## src/power_seq_pkg.sv

```systemverilog
// Package with constants, states and carriers for the power state sequencer.
`default_nettype none
package power_seq_pkg;

  // ****************************************
  // Timing and capacity constants
  // ****************************************
  localparam int unsigned CLK_HZ = 20_000_000;
  localparam int unsigned FUSE_WORDS = 8;
  localparam logic [3:0] FUSE_LAST = 4'h7;
  localparam int unsigned BOOT_NS = 2_000;
  localparam int unsigned BOOT_CYCLES = (BOOT_NS * (CLK_HZ / 1_000_000) + 999) / 1_000;
  localparam logic [7:0] BOOT_COUNT = 8'(BOOT_CYCLES);
  localparam int unsigned LF_HZ = 32_768;
  localparam int unsigned LF_DIV = CLK_HZ / (2 * LF_HZ);
  localparam logic [9:0] LF_DIV_LAST = 10'(LF_DIV - 1);
  localparam logic [7:0] MOTES_NO_SRAM = 8'h20;
  localparam logic [7:0] MOTES_SRAM = 8'h64;
  localparam logic [7:0] PPS_NO_SRAM = 8'h18;
  localparam logic [7:0] PPS_SRAM = 8'h24;
  localparam logic [15:0] IO_DIR_RESET = 16'h0000;

  // ****************************************
  // Types
  // ****************************************
  typedef enum logic [2:0] {
    ST_FUSE = 3'b000,
    ST_MIN_ENERGY = 3'b001,
    ST_FLASH_EMU = 3'b010,
    ST_BOOT = 3'b011,
    ST_CPU_ACTIVE = 3'b100,
    ST_CPU_IDLE = 3'b101,
    ST_DOZE = 3'b110
  } pwr_state_e;

  typedef struct packed {
    logic cpu_busy;
    logic periph_busy;
    logic [15:0] periph_req;
    logic uart_activity;
    logic time_strobe_n;
  } demand_s;

  typedef struct packed {
    logic radio_req;
    logic radio_op_busy;
  } radio_req_s;

  typedef struct packed {
    logic relax_osc_en;
    logic lf_osc_en;
    logic lf_tick;
    logic [15:0] periph_en;
    logic cpu_run;
  } power_ctl_s;

  typedef struct packed {
    logic [7:0] max_motes;
    logic [7:0] max_pps;
  } capacity_s;

endpackage
`default_nettype wire

```

## src/power_state_sequencer.sv

```systemverilog
// Operating-state sequencer with radio hold-off for a mesh manager module.
`timescale 1ns/1ps
`default_nettype none
module power_state_sequencer (
  // Clock and reset
  input wire logic core_clk,
  input wire logic rst,
  // Control pins from the host
  input wire logic reset_pin_low,
  input wire logic flash_program_select_n,
  input wire logic radio_hold_off,
  // Fuse table source
  input wire logic [15:0] fuse_data,
  output logic [3:0] fuse_addr,
  // Demand and radio requests
  input wire power_seq_pkg::demand_s demand,
  input wire power_seq_pkg::radio_req_s radio,
  input wire logic ext_sram_present,
  // Outputs
  output power_seq_pkg::pwr_state_e state,
  output power_seq_pkg::power_ctl_s power_ctl,
  output power_seq_pkg::capacity_s capacity,
  output logic [15:0] io_dir,
  output logic radio_grant,
  output logic radio_enable,
  output logic flash_emu_active,
  output logic fuse_loaded
);
  import power_seq_pkg::*;

  // ****************************************
  // Pin synchronizers
  // ****************************************
  logic reset_pin_low_s;
  logic hold_off_s;

  sync2 u_sync_reset (
    .core_clk(core_clk),
    .rst(rst),
    .rst_val(1'b0),
    .async_in(reset_pin_low),
    .sync_out(reset_pin_low_s)
  );

  // Hold-off starts out as held, so that no radio start can slip through before the pin is first seen.
  // Hold-off sync.
  sync2 u_sync_hold (
    .core_clk(core_clk),
    .rst(rst),
    .rst_val(1'b1),
    .async_in(radio_hold_off),
    .sync_out(hold_off_s)
  );

  // ****************************************
  // State record
  // ****************************************
  typedef struct packed {
    pwr_state_e st;
    logic [3:0] fuse_idx;
    logic [15:0] io_dir;
    logic fuse_done;
    logic [7:0] boot_cnt;
    logic rst_pin_prev;
    logic radio_on;
    logic radio_grant;
    logic [9:0] lf_cnt;
    logic lf_tick;
    power_ctl_s ctl;
    capacity_s cap;
  } seq_s;

  seq_s cur_q;
  seq_s nxt_d;

  function automatic logic all_idle(input demand_s d);
    all_idle = !d.cpu_busy && !d.periph_busy && (d.periph_req == 16'h0000);
  endfunction

  always_comb begin
    nxt_d = cur_q;
    nxt_d.rst_pin_prev = reset_pin_low_s;
    nxt_d.lf_tick = 1'b0;
    if (cur_q.lf_cnt == LF_DIV_LAST) begin
      nxt_d.lf_cnt = 10'h000;
      nxt_d.lf_tick = 1'b1;
    end else begin
      nxt_d.lf_cnt = cur_q.lf_cnt + 10'h001;
    end
    nxt_d.cap.max_motes = ext_sram_present ? MOTES_SRAM : MOTES_NO_SRAM;
    nxt_d.cap.max_pps = ext_sram_present ? PPS_SRAM : PPS_NO_SRAM;
    // A reload wins over every state, so a pulse on the reset pin that is sampled at a clock edge always restarts the table.
    // Reload fuses on reset edge.
    if (reset_pin_low_s && !cur_q.rst_pin_prev) begin
      nxt_d.st = ST_FUSE;
      nxt_d.fuse_idx = 4'h0;
      nxt_d.fuse_done = 1'b0;
    end else begin
      case (cur_q.st)
        ST_FUSE: begin
          if (cur_q.fuse_idx == 4'h0) begin
            nxt_d.io_dir = fuse_data;
          end
          if (cur_q.fuse_idx == FUSE_LAST) begin
            nxt_d.fuse_done = 1'b1;
            if (reset_pin_low_s && !flash_program_select_n) begin
              nxt_d.st = ST_FLASH_EMU;
            end else if (reset_pin_low_s) begin
              nxt_d.st = ST_MIN_ENERGY;
            end else begin
              nxt_d.st = ST_BOOT;
              nxt_d.boot_cnt = BOOT_COUNT;
            end
          end else begin
            nxt_d.fuse_idx = cur_q.fuse_idx + 4'h1;
          end
        end
        ST_MIN_ENERGY, ST_FLASH_EMU: begin
          if (!reset_pin_low_s) begin
            nxt_d.st = ST_BOOT;
            nxt_d.boot_cnt = BOOT_COUNT;
          end
        end
        ST_BOOT: begin
          if (cur_q.boot_cnt == 8'h00) begin
            nxt_d.st = ST_CPU_ACTIVE;
          end else begin
            nxt_d.boot_cnt = cur_q.boot_cnt - 8'h01;
          end
        end
        ST_CPU_ACTIVE, ST_CPU_IDLE: begin
          // Lowest state meeting demand; doze only when all idle.
          if (demand.cpu_busy) begin
            nxt_d.st = ST_CPU_ACTIVE;
          end else if (all_idle(demand) && !cur_q.radio_on) begin
            nxt_d.st = ST_DOZE;
          end else begin
            nxt_d.st = ST_CPU_IDLE;
          end
        end
        ST_DOZE: begin
          if (demand.uart_activity || !demand.time_strobe_n || !all_idle(demand)) begin
            nxt_d.st = demand.cpu_busy ? ST_CPU_ACTIVE : ST_CPU_IDLE;
          end
        end
        default: begin
          nxt_d.st = ST_FUSE;
        end
      endcase
    end
    // In the run states the grant is raised each cycle a request waits with no hold-off and no op busy, while the enable covers the whole operation.
    // Hold-off therefore only blocks grants and never cuts an enable that is still busy.
    // No new radio start under hold-off; running op finishes.
    nxt_d.radio_grant = 1'b0;
    if (cur_q.st == ST_CPU_ACTIVE || cur_q.st == ST_CPU_IDLE) begin
      if (radio.radio_req && !hold_off_s && !radio.radio_op_busy) begin
        nxt_d.radio_grant = 1'b1;
        nxt_d.radio_on = 1'b1;
      end else if (!radio.radio_op_busy && (hold_off_s || !radio.radio_req)) begin
        nxt_d.radio_on = 1'b0;
      end
    end else begin
      nxt_d.radio_on = 1'b0;
    end
    // Oscillator and peripheral enables; low-frequency always on.
    nxt_d.ctl.lf_osc_en = 1'b1;
    nxt_d.ctl.lf_tick = nxt_d.lf_tick;
    nxt_d.ctl.relax_osc_en = (nxt_d.st != ST_DOZE) && (nxt_d.st != ST_MIN_ENERGY);
    nxt_d.ctl.cpu_run = (nxt_d.st == ST_CPU_ACTIVE) || (nxt_d.st == ST_BOOT);
    nxt_d.ctl.periph_en = (nxt_d.st == ST_CPU_ACTIVE || nxt_d.st == ST_CPU_IDLE) ? demand.periph_req : 16'h0000;
  end

  always_ff @(posedge core_clk) begin
    if (rst) begin
      cur_q <= '{st: ST_FUSE, fuse_idx: 4'h0, io_dir: IO_DIR_RESET, fuse_done: 1'b0, boot_cnt: 8'h00,
                 rst_pin_prev: 1'b0, radio_on: 1'b0, radio_grant: 1'b0, lf_cnt: 10'h000, lf_tick: 1'b0,
                 ctl: '0, cap: '0};
    end else begin
      cur_q <= nxt_d;
    end
  end

  // ****************************************
  // Outputs
  // ****************************************
  assign state = cur_q.st;
  assign power_ctl = cur_q.ctl;
  assign capacity = cur_q.cap;
  assign io_dir = cur_q.io_dir;
  assign fuse_addr = cur_q.fuse_idx;
  assign radio_grant = cur_q.radio_grant;
  assign radio_enable = cur_q.radio_on;
  assign flash_emu_active = (cur_q.st == ST_FLASH_EMU);
  assign fuse_loaded = cur_q.fuse_done;
endmodule
`default_nettype wire

```

## src/sync2.sv

```systemverilog
// Two-stage level synchronizer.
`timescale 1ns/1ps
`default_nettype none
module sync2 (
  // Clock and reset
  input wire logic core_clk,
  input wire logic rst,
  input wire logic rst_val,
  // Data
  input wire logic async_in,
  output logic sync_out
);
  logic meta_q;
  logic sync_q;

  always_ff @(posedge core_clk) begin
    if (rst) begin
      meta_q <= rst_val;
      sync_q <= rst_val;
    end else begin
      meta_q <= async_in;
      sync_q <= meta_q;
    end
  end

  assign sync_out = sync_q;
endmodule
`default_nettype wire

```

## config.mk

```make
export PLATFORM = sky130hd
export DESIGN_NAME = power_state_sequencer
export DESIGN_NICKNAME = d
export VERILOG_FILES = /design/src/power_seq_pkg.sv /design/src/power_state_sequencer.sv /design/src/sync2.sv
export SDC_FILE = /design/constraint.sdc
export NUM_CORES = 1
export LEC_CHECK = 0
export BUFFER_PORTS_ARGS = -buffer_cell sky130_fd_sc_hd__buf_2
export CAP_MARGIN = 10
export CORE_AREA = 10 10 91 93
export CTS_BUF_LIST = sky130_fd_sc_hd__clkbuf_2 sky130_fd_sc_hd__clkbuf_4 sky130_fd_sc_hd__clkbuf_8
export DETAILED_ROUTE_END_ITERATION = 6
export DIE_AREA = 0 0 101 103
export PLACE_DENSITY_LB_ADDON = 0.2
export SKIP_LAST_GASP = 1
export SYNTH_ARGS = -nofsm -noshare
export SYNTH_HDL_FRONTEND = slang
export SYNTH_SLANG_ARGS = --single-unit
```

## constraint.sdc

```tcl
create_clock -name core_clk -period 2.5 [get_ports core_clk]
set_input_delay 0.25 -clock core_clk [delete_from_list [all_inputs] [get_ports core_clk]]
set_output_delay 0.25 -clock core_clk [all_outputs]
set_load 0.02 [all_outputs]
```

==> results.yml <==
status:
  status: "finished clean"
setup_path:
  criticalPathCategory: "reg -> reg"
  path_cells: "inv_1, ha_1, nor3b_1, nand4_1, a21oi_1, nor3b_2, buf_4, mux2_2"
  r2r_slack_ns: 0.39
  required_ns: 2.80
  start_kind: "register"
  cp_slowest_cell: "nor3b_1"
  slowest_delay_ns: 0.47
  path_max_fanout: 17
  reg2regPathDepth: 8
  arrival_ns: 2.40
  cp-end-kind: "register"
  r2r_start: "cur_q[50]"
  r2r-end: "power_ctl[0]"
detailed_routing:
  drc_errors: 0
  drt_first_iter_violations: 83
  wl_mm: 6.695
  viasPerCell: 4.877
  drtPass1Iterations: 4
  drtAntennaViolNets: 0
  vias: 2419
  post_drt_wl_per_cell_um: 13.50
layout:
  drive_gt1_share_pct: 30.29
  nets: 460
  fin_util_pct: 55.09
  layout_common_cells: "buf_2, dfxtp_1, nor2_1"
  final_common_cell: "buf_2"
  area_delta_synth_final_pct: 11.36
  antenna_cells: 0
power:
  power.combinational.fraction_pct: 12.3
  ir_worst_vdd_mv: 0.4153
  internal-power_mw: 1.775
  power_density_nw_per_um2: 670.1
  p_switching_mw: 0.6499
  leakagePower_nw: 1.729
  sw_frac_of_total_pct: 26.80
  seqPwrFrac_pct: 50.4
  power_frac_clock_pct: 37.2
global_routing:
  use_met2_pct: 20.29
  grt_remaining_overflow: 0
  top_usage_layer: "met2"
  antenna_found_initial: 0
  grt_pass1_vias: 2450
  use_met1_pct: 14.66
  met3_usage_pct: 4.893
  grt_pass1_wl_mm: 10.78
  grt_max_degree: 31
  grt_usage_pct: 12.82
clocking:
  clock-sinks: 72
  cts_hold_buf: 0
  path_clk_slew_ns: 0.07
  cts-resized-gates: 0
  clockRootBuffer: "clkbuf_8"
  tritoncts: "done"
  cts_buffers: 9
  worstSkewPairLatency_ns: 0.35
  htree_levels: 3
  cts.path.max_buffers: 2
  post_cts_buffers: 0
worst_hold_path:
  hold_end: "capacity[4]"
  hp-class: "in -> reg"
  hold_depth: 2
  hold_start: "ext_sram_present"
floorplanning:
  ios: 107
  die_x_um: 101
  initial_core_util_pct: 49.47
  die_h_um: 103
  die_area_um2: 10400
  fp-row-count: 30
  coreArea_um2: 6569
synth:
  ys_ff_latch: 72
  synth_cell_types: 50
  synthArstFlopShare_pct: 0
  synth_cells: 358
  synth_ff_type: "dfxtp_1"
  syn_area_um2: 3249
  synth_edf_count: 0
  avgSynthCellArea_um2: 9.076
  yosysWarnings: 0
  yosysSeqAreaShare_pct: 44.36
timing:
  fin_crit_ns: 2.105
  hold_viol_final: 0
  finClkSkew_ns: 0.005517
  slew_violations: 0
  worst_slew_pin_slew_ns: 0.5342
  rsz0062_at_grt: "no"
  finalSetupViolCount: 0
  fin_crit_sh_pct: 84.20
  slew_headroom_pct: 64.31
  max_freq_ghz: 0.4750
  finalSetupTns_ns: 0
  hold_ws_ns: 0.05315
place:
  hpwlAfterDp_mm: 5.040
  gp_congestion: 0.8148
  port_buffers: 97
run:
  max_cap_violations: 0
## cells by family after synthesis
logic type      count (synthesis)  synth area share (%)
compound gates                 43                 8.125
buf+inv                        78                 15.90
fa+ha+maj                       5                 1.925
mux                            18                 5.583
simple gates                  132                 21.56
other cells                     1                0.1154
xor+xnor                        9                 2.426
flops                          72                 44.36
## synth_stat cells, types with 3 or more instances
| library cell | count | share of area (%) |
|---|---|---|
| nor4_1 | 6 | 1.2 |
| dfxtp_1 | 72 | 44 |
| mux2i_1 | 17 | 5.2 |
| inv_1 | 9 | 1.0 |
| o21ai_0 | 8 | 1.2 |
| nor3_1 | 4 | 0.62 |
| ha_1 | 5 | 1.9 |
| nand2_1 | 11 | 1.3 |
| and2_1 | 17 | 3.3 |
| nor2b_1 | 4 | 0.77 |
| nand3_1 | 13 | 2.0 |
| a31oi_1 | 3 | 0.58 |
| nor2_1 | 45 | 5.2 |
| buf_4 | 59 | 14 |
| xor2_1 | 7 | 1.9 |
| a21oi_1 | 17 | 2.6 |
| nand4_1 | 4 | 0.77 |
| clkbuf_1 | 6 | 0.69 |
| nor3b_1 | 4 | 0.92 |
| o22ai_1 | 4 | 0.77 |
| and3_1 | 5 | 0.96 |
| or3_1 | 3 | 0.58 |
## metrics by stage
step	power [mW]	worst slack (ns)	instances	area, µm²
after CTS	2.456	0.3975	496	3618
after detailed placement	1.553	0.4247	480	3423
final	2.425	0.3949	496	3618
after global routing	2.542	0.1772	496	3618
after global placement	1.548	0.4872	480	3423
after floorplan	1.509	0.5168	366	3279
## worst max-delay path by stage
stage / start / end / slack, ns / cells after the start
after floorplan: cur_q[50] / power_ctl[10] / 0.52 / 8
after global placement: cur_q[50] / power_ctl[0] / 0.49 / 8
after detailed placement: cur_q[50] / power_ctl[0] / 0.42 / 8
after CTS: cur_q[50] / power_ctl[0] / 0.40 / 8
after global routing: cur_q[50] / power_ctl[0] / 0.18 / 8
final: cur_q[50] / power_ctl[0] / 0.39 / 8
## final cells by class
cell class              instances  area [µm²]
inverters                      10       37.54
clock buffers                   9       123.9
repair buffers                102       523.0
fillers                       608        2950
flip-flops and latches         72        1441
clock inverters                 7       71.32
well taps                      80       100.1
multi-input cells             216        1321
## registers in the layout (all words and copies together) (netlist names), 3 cells and up
name	cells
capacity	3
power_ctl	20
fuse_addr	4
io_dir	16
cur_q	19
state	3
## critical path, delay by kind of cell (launching register included)
family                     cells  cell delay [ns]
AOI/OAI and AO/OA              1             0.21
adders and majority gates      1             0.17
buffers and inverters          2             0.26
DFF                            1             0.34
muxes                          1             0.16
and+or+nand+nor                3             0.90
## per-layer routing
layer | part of all wire [%] | wire length (µm)
met1 | 44 | 2940
met2 | 45 | 3006
met3 | 9.2 | 617
met4 | 1.9 | 130
met5 | 0 | 0
## power groups by stage
stage	clock network (mW)	registers [mW]	logic [mW]
after floorplan	0	1.24	0.268
after global placement	0	1.25	0.300
after detailed placement	0	1.25	0.304
after CTS	0.928	1.22	0.305
after global routing	0.978	1.23	0.334
final	0.903	1.22	0.299
Power figures use the tool's default switching activity.
